**src/hdl/nbhc_pkg.sv**
```systemverilog
/*
 * Shared constants of the NAND bus host controller: request kinds,
 * command codes, address lane masks, strobe timing and status bit
 * positions.
 * Assumes a 100 MHz system clock.
 */
package nbhc_pkg;

   typedef enum logic [2:0] {
      NBHC_KIND_CMD,
      NBHC_KIND_ADDR,
      NBHC_KIND_DIN,
      NBHC_KIND_DOUT,
      NBHC_KIND_WAIT
   } nbhc_kind_type;

   typedef enum logic [1:0] {
      NBHC_RD_ARRAY,
      NBHC_RD_STATUS,
      NBHC_RD_EDC
   } nbhc_rdmode_type;

   localparam int unsigned IO_WIDTH = 16;
   localparam int unsigned CODE_WIDTH = 8;

   // Command codes
   localparam logic [7:0] CMD_READ_SETUP = 8'h00;
   localparam logic [7:0] CMD_READ_CONFIRM = 8'h30;
   localparam logic [7:0] CMD_READ_COPYBACK = 8'h35;
   localparam logic [7:0] CMD_CACHE_READ = 8'h31;
   localparam logic [7:0] CMD_CACHE_END = 8'h3f;
   localparam logic [7:0] CMD_ERASE_SETUP = 8'h60;
   localparam logic [7:0] CMD_ERASE_CONFIRM = 8'hd0;
   localparam logic [7:0] CMD_READ_ID = 8'h90;
   localparam logic [7:0] CMD_RAND_OUT = 8'h05;
   localparam logic [7:0] CMD_RAND_OUT_CONFIRM = 8'he0;
   localparam logic [7:0] CMD_RAND_IN = 8'h85;
   localparam logic [7:0] CMD_PROG_SETUP = 8'h80;
   localparam logic [7:0] CMD_PROG_CONFIRM = 8'h10;
   localparam logic [7:0] CMD_PLANE_DUMMY = 8'h11;
   localparam logic [7:0] CMD_PLANE_SECOND = 8'h81;
   localparam logic [7:0] CMD_STATUS = 8'h70;
   localparam logic [7:0] CMD_EDC_STATUS = 8'h7b;
   localparam logic [7:0] CMD_RESET = 8'hff;

   // Address cycles and reserved lanes
   localparam logic [2:0] ADDR_CYCLES = 3'h5;
   localparam logic [2:0] ADDR_IDX_COL_HI = 3'h1;
   localparam logic [2:0] ADDR_IDX_LAST = 3'h4;
   localparam logic [7:0] ADDR_MASK_FULL = 8'hff;
   localparam logic [7:0] ADDR_MASK_COL_HI_X8 = 8'h0f;
   localparam logic [7:0] ADDR_MASK_COL_HI_X16 = 8'h07;
   localparam logic [7:0] ADDR_MASK_LAST = 8'h03;

   // Status bit positions
   localparam int unsigned STAT_BIT_READY = 6;
   localparam int unsigned STAT_BIT_FAIL = 0;

   // Strobe timing
   localparam int unsigned CLK_MHZ = 100;
   localparam int unsigned SETUP_NS = 20;
   localparam int unsigned WE_LOW_NS = 20;
   localparam int unsigned RE_LOW_NS = 40;
   localparam int unsigned HOLD_NS = 20;
   localparam logic [3:0] SETUP_CYC = 4'((SETUP_NS * CLK_MHZ + 999) / 1000);
   localparam logic [3:0] WE_LOW_CYC = 4'((WE_LOW_NS * CLK_MHZ + 999) / 1000);
   localparam logic [3:0] RE_LOW_CYC = 4'((RE_LOW_NS * CLK_MHZ + 999) / 1000);
   localparam logic [3:0] HOLD_CYC = 4'((HOLD_NS * CLK_MHZ + 999) / 1000);

   // Reset values of pin drivers
   localparam logic RST_CE_N = 1'b1;
   localparam logic RST_WE_N = 1'b1;
   localparam logic RST_RE_N = 1'b1;
   localparam logic RST_WP_N = 1'b0;

endpackage : nbhc_pkg

```
**src/hdl/nbhc_buf2.sv**
```systemverilog
/*
 * Two-entry buffer with valid/ready on both sides; head entry is a
 * register so the drain side sees flop outputs.
 * Assumes both sides on the same clock.
 */
`timescale 1ns/100ps
module nbhc_buf2 #(
   parameter int unsigned WIDTH = 16
) (
   input wire logic clk_in,               // System clock
   input wire logic rst_in,               // Async reset, high
   input wire logic en_in,                // Clock enable
   input wire logic in_valid_in,          // Fill side valid
   output logic in_ready_out,             // Fill side ready
   input wire logic [WIDTH-1:0] in_data_in, // Fill side data
   output logic out_valid_out,            // Drain side valid
   input wire logic out_ready_in,         // Drain side ready
   output logic [WIDTH-1:0] out_data_out  // Drain side data
);
   logic [WIDTH-1:0] slot_reg [0:1];
   logic [1:0] full_reg;
   logic push;
   logic pop;

   assign in_ready_out = !full_reg[1];
   assign out_valid_out = full_reg[0];
   assign out_data_out = slot_reg[0];
   assign push = in_valid_in && !full_reg[1];
   assign pop = full_reg[0] && out_ready_in;

   always_ff @(posedge clk_in or posedge rst_in) begin
      if (rst_in) begin
         full_reg <= 2'h0;
      end else if (en_in) begin
         if (pop) begin
            full_reg[0] <= full_reg[1] || push;
            full_reg[1] <= 1'b0;
         end else if (push) begin
            full_reg[full_reg[0]] <= 1'b1;
         end
      end
   end

   always_ff @(posedge clk_in) begin
      if (en_in) begin
         if (pop) begin
            slot_reg[0] <= full_reg[1] ? slot_reg[1] : in_data_in;
         end else if (push) begin
            slot_reg[full_reg[0]] <= in_data_in;
         end
      end
   end

endmodule : nbhc_buf2

```
**src/hdl/nbhc_host.sv**
```systemverilog
/*
 * NAND bus host controller: turns user requests (command, address,
 * data in, data out, wait for ready) into strobed pin cycles.
 * Assumes the ready/busy line is pulled up on the board and the
 * data lanes are resolved from the output enable by the surroundings.
 */
// Behaviour
// - Lanes held stable around each write strobe rising edge.
// - Chip select low chooses the device; deselected cycles are ignored.
// - Byte-wide address: five cycles, reserved lanes low.
// - Word-wide address: five cycles, reserved lanes low.
// - Read, erase, identifier, random output/input, cache end codes.
// - Two-plane program sequences 80h/85h, 11h, 81h, 10h.
// - Command codes always on the low eight lanes.
`timescale 1ns/100ps
module nbhc_host (
   input wire logic SYS_CLK_IN,                    // 100 MHz clock
   input wire logic SYS_RST_IN,                    // Async reset, high
   input wire logic CLK_EN_IN,                     // Freezes all state low
   input wire logic WIDE_BUS_IN,                   // Word-wide device
   input wire logic WRITE_ALLOW_IN,                // Permit modify ops
   input wire logic REQ_VALID_IN,                  // Request present
   input wire nbhc_pkg::nbhc_kind_type REQ_KIND_IN, // Request kind
   input wire logic [15:0] REQ_DATA_IN,            // Code, address or data
   output logic REQ_READY_OUT,                     // Controller idle
   output logic REQ_ACK_OUT,                       // Request taken pulse
   output logic [15:0] RD_DATA_OUT,                // Read word
   output logic RD_VALID_OUT,                      // Read word valid
   input wire logic RD_READY_IN,                   // Read word taken
   output logic STAT_READY_OUT,                    // Last status: done
   output logic STAT_FAIL_OUT,                     // Last status: failed
   output logic BUSY_OUT,                          // Device busy seen
   output logic NAND_CE_N_OUT,                     // Chip select
   output logic NAND_CLE_OUT,                      // Command latch
   output logic NAND_ALE_OUT,                      // Address latch
   output logic NAND_WE_N_OUT,                     // Write strobe
   output logic NAND_RE_N_OUT,                     // read_strobe_n pin
   output logic NAND_WP_N_OUT,                     // Write protect
   output logic [15:0] NAND_IO_OUT,                // Lane drive value
   output logic NAND_IO_OE_OUT,                    // Lane drive enable
   input wire logic [15:0] NAND_IO_IN,             // Lane level
   input wire logic NAND_RB_IN                     // Ready/busy level
);
   import nbhc_pkg::*;

   typedef enum logic [1:0] {
      ST_IDLE, ST_SETUP, ST_LOW, ST_HOLD
   } nbhc_state_type;

   nbhc_state_type state_reg;
   nbhc_kind_type kind_reg;
   nbhc_rdmode_type rdmode_reg;
   logic [3:0] cnt_reg;
   logic [2:0] addr_idx_reg;
   logic [15:0] io_meta_reg;
   logic [15:0] io_sync_reg;
   logic [1:0] rb_sync_reg;
   logic ack_reg;
   logic accept;
   logic allowed;
   logic push;
   logic buf_ready;
   logic [15:0] drive_val;

   function automatic logic [7:0] addr_mask(input logic [2:0] idx,
                                            input logic wide);
      if (idx == ADDR_IDX_COL_HI) begin
         addr_mask = wide ? ADDR_MASK_COL_HI_X16 : ADDR_MASK_COL_HI_X8;
      end else if (idx == ADDR_IDX_LAST) begin
         addr_mask = ADDR_MASK_LAST;
      end else begin
         addr_mask = ADDR_MASK_FULL;
      end
   endfunction : addr_mask

   function automatic logic busy_ok(input nbhc_kind_type kind,
                                    input logic [7:0] code);
      busy_ok = (kind == NBHC_KIND_DOUT) || (kind == NBHC_KIND_WAIT) ||
         ((kind == NBHC_KIND_CMD) &&
          (code == CMD_RESET || code == CMD_STATUS));
   endfunction : busy_ok

   // Pin synchronisers
   always_ff @(posedge SYS_CLK_IN or posedge SYS_RST_IN) begin
      if (SYS_RST_IN) begin
         io_meta_reg <= 16'h0000;
         io_sync_reg <= 16'h0000;
         rb_sync_reg <= 2'h0;
      end else if (CLK_EN_IN) begin
         io_meta_reg <= NAND_IO_IN;
         io_sync_reg <= io_meta_reg;
         rb_sync_reg <= {rb_sync_reg[0], NAND_RB_IN};
      end
   end

   assign BUSY_OUT = !rb_sync_reg[1];
   assign allowed = !BUSY_OUT || busy_ok(REQ_KIND_IN, REQ_DATA_IN[7:0]);
   assign accept = REQ_VALID_IN && REQ_READY_OUT && allowed &&
      (REQ_KIND_IN != NBHC_KIND_DOUT || buf_ready);

   // Upper lanes forced low on command and address cycles
   always_comb begin
      drive_val = REQ_DATA_IN;
      if (REQ_KIND_IN == NBHC_KIND_CMD) begin
         drive_val = {8'h00, REQ_DATA_IN[7:0]};
      end else if (REQ_KIND_IN == NBHC_KIND_ADDR) begin
         drive_val = {8'h00, REQ_DATA_IN[7:0] &
            addr_mask(addr_idx_reg, WIDE_BUS_IN)};
      end
   end

   // Sequencer
   always_ff @(posedge SYS_CLK_IN or posedge SYS_RST_IN) begin
      if (SYS_RST_IN) begin
         state_reg <= ST_IDLE;
         kind_reg <= NBHC_KIND_CMD;
         cnt_reg <= 4'h0;
         REQ_READY_OUT <= 1'b0;
      end else if (CLK_EN_IN) begin
         unique case (state_reg)
            ST_IDLE: begin
               REQ_READY_OUT <= !accept;
               if (accept) begin
                  kind_reg <= REQ_KIND_IN;
                  cnt_reg <= SETUP_CYC;
                  state_reg <= ST_SETUP;
               end
            end
            ST_SETUP: begin
               if (kind_reg == NBHC_KIND_WAIT) begin
                  if (!BUSY_OUT) begin
                     state_reg <= ST_IDLE;
                     REQ_READY_OUT <= 1'b1;
                  end
               end else if (cnt_reg <= 4'h1) begin
                  cnt_reg <= (kind_reg == NBHC_KIND_DOUT) ?
                     RE_LOW_CYC : WE_LOW_CYC;
                  state_reg <= ST_LOW;
               end else begin
                  cnt_reg <= cnt_reg - 4'h1;
               end
            end
            ST_LOW: begin
               if (cnt_reg <= 4'h1) begin
                  cnt_reg <= HOLD_CYC;
                  state_reg <= ST_HOLD;
               end else begin
                  cnt_reg <= cnt_reg - 4'h1;
               end
            end
            ST_HOLD: begin
               if (cnt_reg <= 4'h1) begin
                  state_reg <= ST_IDLE;
                  REQ_READY_OUT <= 1'b1;
               end else begin
                  cnt_reg <= cnt_reg - 4'h1;
               end
            end
         endcase
      end
   end

   // Pin drivers
   always_ff @(posedge SYS_CLK_IN or posedge SYS_RST_IN) begin
      if (SYS_RST_IN) begin
         NAND_CE_N_OUT <= RST_CE_N;
         NAND_CLE_OUT <= 1'b0;
         NAND_ALE_OUT <= 1'b0;
         NAND_WE_N_OUT <= RST_WE_N;
         NAND_RE_N_OUT <= RST_RE_N;
         NAND_WP_N_OUT <= RST_WP_N;
         NAND_IO_OUT <= 16'h0000;
         NAND_IO_OE_OUT <= 1'b0;
         ack_reg <= 1'b0;
      end else if (CLK_EN_IN) begin
         NAND_WP_N_OUT <= WRITE_ALLOW_IN;
         ack_reg <= accept;
         if (accept && REQ_KIND_IN != NBHC_KIND_WAIT) begin
            NAND_CE_N_OUT <= 1'b0;
            NAND_CLE_OUT <= (REQ_KIND_IN == NBHC_KIND_CMD);
            NAND_ALE_OUT <= (REQ_KIND_IN == NBHC_KIND_ADDR);
            NAND_IO_OUT <= drive_val;
            NAND_IO_OE_OUT <= (REQ_KIND_IN != NBHC_KIND_DOUT);
         end else if (state_reg == ST_SETUP && cnt_reg <= 4'h1 &&
                      kind_reg != NBHC_KIND_WAIT) begin
            if (kind_reg == NBHC_KIND_DOUT) begin
               NAND_RE_N_OUT <= 1'b0;
            end else begin
               NAND_WE_N_OUT <= 1'b0;
            end
         end else if (state_reg == ST_LOW && cnt_reg <= 4'h1) begin
            NAND_WE_N_OUT <= 1'b1;
            NAND_RE_N_OUT <= 1'b1;
         end else if (state_reg == ST_HOLD && cnt_reg <= 4'h1) begin
            NAND_CE_N_OUT <= 1'b1;
            NAND_CLE_OUT <= 1'b0;
            NAND_ALE_OUT <= 1'b0;
            NAND_IO_OE_OUT <= 1'b0;
         end
      end
   end

   assign REQ_ACK_OUT = ack_reg;

   // Address cycle count and read mode tracking
   always_ff @(posedge SYS_CLK_IN or posedge SYS_RST_IN) begin
      if (SYS_RST_IN) begin
         addr_idx_reg <= 3'h0;
         rdmode_reg <= NBHC_RD_ARRAY;
      end else if (CLK_EN_IN && accept) begin
         if (REQ_KIND_IN == NBHC_KIND_CMD) begin
            addr_idx_reg <= 3'h0;
            if (REQ_DATA_IN[7:0] == CMD_STATUS) begin
               rdmode_reg <= NBHC_RD_STATUS;
            end else if (REQ_DATA_IN[7:0] == CMD_EDC_STATUS) begin
               rdmode_reg <= NBHC_RD_EDC;
            end else begin
               rdmode_reg <= NBHC_RD_ARRAY;
            end
         end else if (REQ_KIND_IN == NBHC_KIND_ADDR) begin
            addr_idx_reg <= (addr_idx_reg == ADDR_CYCLES - 3'h1) ?
               3'h0 : addr_idx_reg + 3'h1;
         end
      end
   end

   // Read capture at the end of the read strobe low phase
   assign push = (state_reg == ST_LOW) && (cnt_reg <= 4'h1) &&
      (kind_reg == NBHC_KIND_DOUT);

   always_ff @(posedge SYS_CLK_IN or posedge SYS_RST_IN) begin
      if (SYS_RST_IN) begin
         STAT_READY_OUT <= 1'b0;
         STAT_FAIL_OUT <= 1'b0;
      end else if (CLK_EN_IN && push && rdmode_reg == NBHC_RD_STATUS) begin
         STAT_READY_OUT <= io_sync_reg[STAT_BIT_READY];
         STAT_FAIL_OUT <= io_sync_reg[STAT_BIT_FAIL];
      end
   end

   nbhc_buf2 #(.WIDTH(IO_WIDTH)) u_rdbuf (
      .clk_in(SYS_CLK_IN),
      .rst_in(SYS_RST_IN),
      .en_in(CLK_EN_IN),
      .in_valid_in(push && CLK_EN_IN),
      .in_ready_out(buf_ready),
      .in_data_in(io_sync_reg),
      .out_valid_out(RD_VALID_OUT),
      .out_ready_in(RD_READY_IN),
      .out_data_out(RD_DATA_OUT)
   );
endmodule : nbhc_host

```
**config.mk**
```make
export PLATFORM = sky130hd
export DESIGN_NAME = nbhc_host
export DESIGN_NICKNAME = d
export VERILOG_FILES = /design/src/hdl/nbhc_pkg.sv /design/src/hdl/nbhc_buf2.sv /design/src/hdl/nbhc_host.sv
export SDC_FILE = /design/constraint.sdc
export NUM_CORES = 1
export LEC_CHECK = 0
export ABC_AREA = 1
export ABC_CLOCK_PERIOD_IN_PS = 3390
export BUFFER_PORTS_ARGS = -buffer_cell sky130_fd_sc_hd__clkbuf_2
export CAP_MARGIN = 40
export CORE_MARGIN = 4
export CORE_UTILIZATION = 35
export DETAILED_ROUTE_END_ITERATION = 6
export PLACE_DENSITY = 0.62
export SYNTH_ARGS = -nofsm -noshare
export SYNTH_HDL_FRONTEND = slang
export SYNTH_SLANG_ARGS = --single-unit
export TNS_END_PERCENT = 50
```
**constraint.sdc**
```tcl
create_clock -name SYS_CLK_IN -period 3.39 [get_ports SYS_CLK_IN]
set_clock_uncertainty 0.1 [all_clocks]
set_input_delay 0.678 -clock SYS_CLK_IN [delete_from_list [all_inputs] [get_ports SYS_CLK_IN]]
set_output_delay 0.678 -clock SYS_CLK_IN [all_outputs]
set_load 0.02 [all_outputs]
```
== Word level (Yosys, flattened, before mapping) ==
Memory sizes are Yosys's and may differ from the RTL's.
Index checks and enable logic that the tools add are counted.

* Bits in registers: 77
* Memory bits (writable): 32
* Memories kept: 1

* $add $sub $neg: 2
* Order comparisons: 3
* Equal/unequal tests: 30
* Muxes and demuxes: 60
* Bitwise gates (word level): 3
* Reductions and logical operators: 44

{| class="wikitable"
|+ Memories
! name !! depth !! width !! read ports !! clocked after Yosys merged registers in !! wr ports !! RTL line !! source
|-
| u_rdbuf.slot_reg || 2 || 16 || 2 || 0 || 1 || nbhc_buf2.sv:20 || <nowiki>logic [WIDTH-1:0] slot_reg [0:1];</nowiki>
|}

{| class="wikitable"
|+ Operator list
! cell !! number
|-
| 16-bit 2-to-1 mux || 4
|-
| 8-bit 2-to-1 mux || 4
|-
| 1-bit 2-to-1 mux || 28
|-
| 4-bit 2-to-1 mux || 6
|-
| 2-bit 2-to-1 mux || 10
|-
| 8-bit by 7-bit == test with 1-bit output, second input constant || 2
|-
| 1-bit logical AND || 16
|-
| 2-bit != test, second input constant || 8
|-
| 4-bit case mux with 4 select lines || 1
|-
| 4-bit AND reduction || 4
|-
| 16-bit OR reduction || 1
|-
| 3-bit 2-to-1 mux || 4
|-
| 3-bit == test, second input constant || 3
|-
| 3-bit != test, second input constant || 3
|-
| 8-bit AND || 1
|-
| 8-bit == test, second input constant || 1
|-
| 2-bit case mux with 4 select lines || 1
|-
| 2-bit AND reduction || 4
|-
| 2-bit nonzero test || 4
|-
| 3-bit by 1-bit == test with 1-bit output, second input constant || 2
|-
| 3-bit by 2-bit == test with 1-bit output, second input constant || 2
|-
| 1-bit logical OR || 6
|-
| 2-bit by 1-bit != test with 1-bit output, second input constant || 3
|-
| 3-bit by 2-bit != test with 1-bit output, second input constant || 2
|-
| 18 further kinds || 22
|}

== Logic depth before layout (Yosys ltp) ==
* Depth after elaboration: 11
* Depth in mapped cells: 13
* Gate-level depth less buffers: 12

== Cells and area by module ==
A second synthesis with hierarchy kept.

* Cell total of the unflattened synthesis: 516
* Area, all modules: 4744.6 um^2

{| class="wikitable"
|+ By module, submodules not included
! module !! instances !! cells each !! area an instance (um^2) !! sequential area each (um^2)
|-
| nbhc_host || 1 || 414 || 3435.8 || 1880.6
|-
| nbhc_buf2 || 1 || 102 || 1308.8 || 1011.0
|}

== Least setup slack after synthesis ==
No wires, ideal clock.

* Path kind: input -> register
* Start point: input port CLK_EN_IN
* End point: memory u_rdbuf.slot_reg[1][0], enable pin
* Data arrival time: 2.082 ns
* Data required time: 2.901 ns
* Setup slack: 0.819 ns
* Stages on the path: 7
* Buffers on the path: 1
* Cells stage by stage: clkbuf_2 inv_2 nor3_1 nand2_1 nand2_1 nand2_1 nor2_1

* Cells in the longest elaborated chain, start to end: 8

{| class="wikitable"
|+ Ends and longest elaborated chain
! element !! RTL line !! source
|-
| from (decl) || nbhc_host.sv:19 || <nowiki>input wire logic CLK_EN_IN,</nowiki>
|-
| 1-bit logical AND || nbhc_host.sv:245 || <nowiki>.in_valid_in(push && CLK_EN_IN),</nowiki>
|-
| 1-bit logical AND || nbhc_buf2.sv:28 || <nowiki>assign push = in_valid_in && !full_reg[1];</nowiki>
|-
| 1-bit 2-to-1 mux || nbhc_buf2.sv:48 || <nowiki>end else if (push) begin</nowiki>
|-
| 1-bit 2-to-1 mux || nbhc_buf2.sv:46 || <nowiki>if (pop) begin</nowiki>
|-
| 1-bit 2-to-1 mux || nbhc_buf2.sv:45 || <nowiki>if (en_in) begin</nowiki>
|-
| 1-bit 2-to-1 mux (implied by the code) || nbhc_buf2.sv:49 || <nowiki>slot_reg[full_reg[0]] <= in_data_in;</nowiki>
|-
| 16-bit OR reduction (no source line) || n/a ||
|-
| 1-bit 2-to-1 mux (no source line) || n/a ||
|-
| to (decl) || nbhc_buf2.sv:20 ||
|}

Parallel ways exist; a longest one is shown, timed or not.

== Worst setup path after layout ==
* Start point: register cnt_reg[0]
* End point: memory u_rdbuf.slot_reg[0][14], enable pin

* Cells in the longest elaborated chain, start to end: 11

{| class="wikitable"
|+ Ends and longest elaborated chain
! element !! RTL line !! source
|-
| from (decl) || nbhc_host.sv:53 || <nowiki>logic [3:0] cnt_reg;</nowiki>
|-
| from (signal assigned) || nbhc_host.sv:136 || <nowiki>cnt_reg <= (kind_reg == NBHC_KIND_DOUT) ?</nowiki>
|-
| from (signal assigned) || nbhc_host.sv:140 || <nowiki>cnt_reg <= cnt_reg - 4'h1;</nowiki>
|-
| from (signal assigned) || nbhc_host.sv:148 || <nowiki>cnt_reg <= cnt_reg - 4'h1;</nowiki>
|-
| 4-bit by 1-bit <= comparator with 1-bit output (*) || nbhc_host.sv:228 || <nowiki>assign push = (state_reg == ST_LOW) && (cnt_reg <= 4'h1) &&</nowiki>
|-
| 1-bit logical AND (*) (2 in series) || nbhc_host.sv:228 ||
|-
| 1-bit logical AND (*) || nbhc_host.sv:245 ||
|-
| 1-bit logical AND (*) || nbhc_buf2.sv:28 ||
|-
| 1-bit 2-to-1 mux (*) || nbhc_buf2.sv:48 ||
|-
| 1-bit 2-to-1 mux (*) || nbhc_buf2.sv:46 ||
|-
| 1-bit 2-to-1 mux (*) || nbhc_buf2.sv:45 ||
|-
| 1-bit 2-to-1 mux (implied by the code) (*) || nbhc_buf2.sv:49 ||
|-
| 16-bit OR reduction (no source line) || n/a ||
|-
| 1-bit 2-to-1 mux (no source line) || n/a ||
|}

Every way passes the cells marked *; elsewhere a longest branch is shown, timed or not.

==> metrics <==
syn nets=555; distinct cell type count after synthesis=33; vias=3594; largest fanout on the critical path=16; post-CTS setup buffer count=0; TritonCTS Sinks=109; status=completed; buffers added on ports=87; Max Root-Sink Buffers=2; Worst-path clk slew=0.08 ns; Crit Path Category=reg -> reg; post-CTS sizing=0; Sum Neg Setup Slack=0 ns; cell chain of the critical path=inv_1 -> ha_1 -> o21ai_2 -> nor2_4 -> inv_1 -> nor3_1 -> nand2_1 -> nand2_1 -> o21a_1; post-route DRC violation count=0; fin worst setup slack=0.9079 ns; Wirelength per Cell=13.53 um; Hold Worst Slack=0.2941 ns; first-pass GRT wire length=18080 um; Post-DP HPWL=7607 um; CTS buffer count=9; CP Capture Type=flip-flop; FF/Latch Area=2892 um2; area grow syn2layout=19.35%; Post-Synth XOR/XNOR Area=0.005484; # H-tree levels=3; register area share after synthesis=0.6036; antenna cells=0; initial drt markers=284; RSZ-0062 raised after global routing=false; die width=125.0 um; Post-DRT Antenna Nets=0; synthesized instance count=507; clock latency on the worst-skew pair=0.35 ns; simple-gate portion of the synthesized area=0.2280; Synth Register Bits=109; Final Hold Vio Count=0; Tmin final=2.482 ns; Crit path largest cell delay=0.61 ns; Fillers=1344; Final Cycle Share=0.7322; CTS tree=yes; core area=13350 um2; GRT Total Usage=0.1409; Die ar.=15620 um2; Slew Limit Fails=0; clock root buffer=clkbuf_16; vias in the first global route=3678; initial antenna violation count=0; Die H=125.0 um; Least-Margin Pin Slew=0.7319 ns; Tightest Hold Check Type=in -> async; TritonRoute pass-1 iters=4; Final Net Count=644; placed cell count=761; largest family of logic cells by synthesized area=simple AND/OR/NAND/NOR gates; hold_buf cts=0; Adder-Cell Fraction of Synth Area=0.01306; Synth Warn #=0; max reg flops=32; Final Cell Area=5718 um2; DP Worst Slack=0.8734 ns; post-synthesis mux area share=0; GR Overflow Total=0; Row Count=42; max_cap viols=0; crit start category=flip-flop; overall routed net length=10510 um; synthesized area per cell=9.449 um2; Initial Util=0.3589; Lkg Pwr=0.002828 uW; Worst Path Arrival=2.37 ns; post-synthesis compound-gate area fraction=0.09245; worst vdd ir=0.2730 mV; PwrDens=677.9 nW/um2; final non-filler cell total=777; area of the multi-input gates=1624 um2; Post-DP Area=5409 um2; synthesized area=4791 um2; Vias per Instance=4.625; layout cells sized above 1=0.2479; I/O pin count=88; routability cong.=0.8736; CP max-delay cell=o21a_1; Slew headroom=0.5120; f_max=402.9 MHz; Required @ worst endpoint=3.27 ns; largest net degree at the start of global routing=40; Setup Viol. Count Final=0
synth_stat cells (all sizes together):
library cell,instances,area share
a21oi,5,0.0052
nand2,195,0.16
o21ai,65,0.081
xor2,1,0.0018
nand3b,4,0.0063
edfxtp,32,0.20
ha,5,0.013
nor2,26,0.025
nor3,6,0.0097
clkbuf,11,0.0089
nand3,18,0.020
a311oi,1,0.0018
dfstp,3,0.016
inv,49,0.038
buf,5,0.010
nor4,1,0.0013
o211ai,1,0.0026
dfrtp,74,0.39
nand4,2,0.0057
o21a,1,0.0016
xnor2,2,0.0037
critical path, delay by kind of cell (launching register included):
kind,cells,cell delay (ns)
flip-flops,1,0.41
adder cells (fa/ha/maj),1,0.20
AO/OA/AOI/OAI,2,0.74
AND/OR/NAND/NOR,4,0.50
buffers and inverters,2,0.15
logic make-up after synthesis:
group	after synthesis
xor gates and xnor gates	3
DFF	109
and+or+nand+nor	252
adders and majority gates	5
AOI/OAI and AO/OA	73
buffers and inverters	65
cells in the final DEF (no fill, tap or decap), types with 2 or more instances in the layout:
master	n
nor2_4	2
nand3b_1	4
nor2_2	2
nand2_4	4
edfxtp_1	32
ha_1	5
inv_6	2
clkbuf_2	87
nor2_1	22
xnor2_1	2
dfstp_2	3
buf_4	7
clkbuf_16	9
nand2_2	3
nand3_1	17
inv_2	3
a21oi_1	5
inv_1	45
dfrtp_1	74
o21ai_2	17
nand2_1	188
nor3_1	4
o21ai_0	48
per-layer routing:
metal  vias to the layer above  global-route usage  wire, um
met4                         0             0.04464       187
met3                        15             0.03966       451
li1                       1801                   -         -
met1                      1700              0.1803      4814
met5                         -                   0         0
met2                        78              0.2328      5059
where the power goes:
part / internal (uW) / switching, uW / leakage [uW] / total [uW]
Clock: 605 / 501 / 0.000149 / 1110
Combinational: 356 / 681 / 0.00143 / 1040
Sequential: 1580 / 150 / 0.00125 / 1730
final timing paths:
check                           cells after the start                      end  slack [ns]           from
worst max-delay path                                9  u_rdbuf.slot_reg[0][14]        0.91     cnt_reg[0]
worst min register to register                      2            NAND_WE_N_OUT        0.36  NAND_WE_N_OUT
worst min-delay path                                2           io_meta_reg[4]        0.29     SYS_RST_IN
worst max register to register                      9  u_rdbuf.slot_reg[0][14]        0.91     cnt_reg[0]
min in group SYS_CLK_IN                             2            NAND_WE_N_OUT        0.36  NAND_WE_N_OUT
max in group asynchronous                           3            NAND_WE_N_OUT        2.09     SYS_RST_IN
layout make-up:
type                       instances  share of cell area
multi-input combinational        333              0.2840
clock inverter                     5             0.01160
sequential                       109              0.5057
inverter                          49             0.03239
timing repair buffer              94             0.08534
tap                              176             0.03851
clock buffer                      11             0.04245
stage by stage:
stage	utilization	total power, uW
floorplan	-	2483
global placement	0.4052	2760
detailed placement	0.4052	2805
CTS	0.4284	3931
global route	0.4284	4130
finish	0.4284	3876
Power figures use the tool's default switching activity.
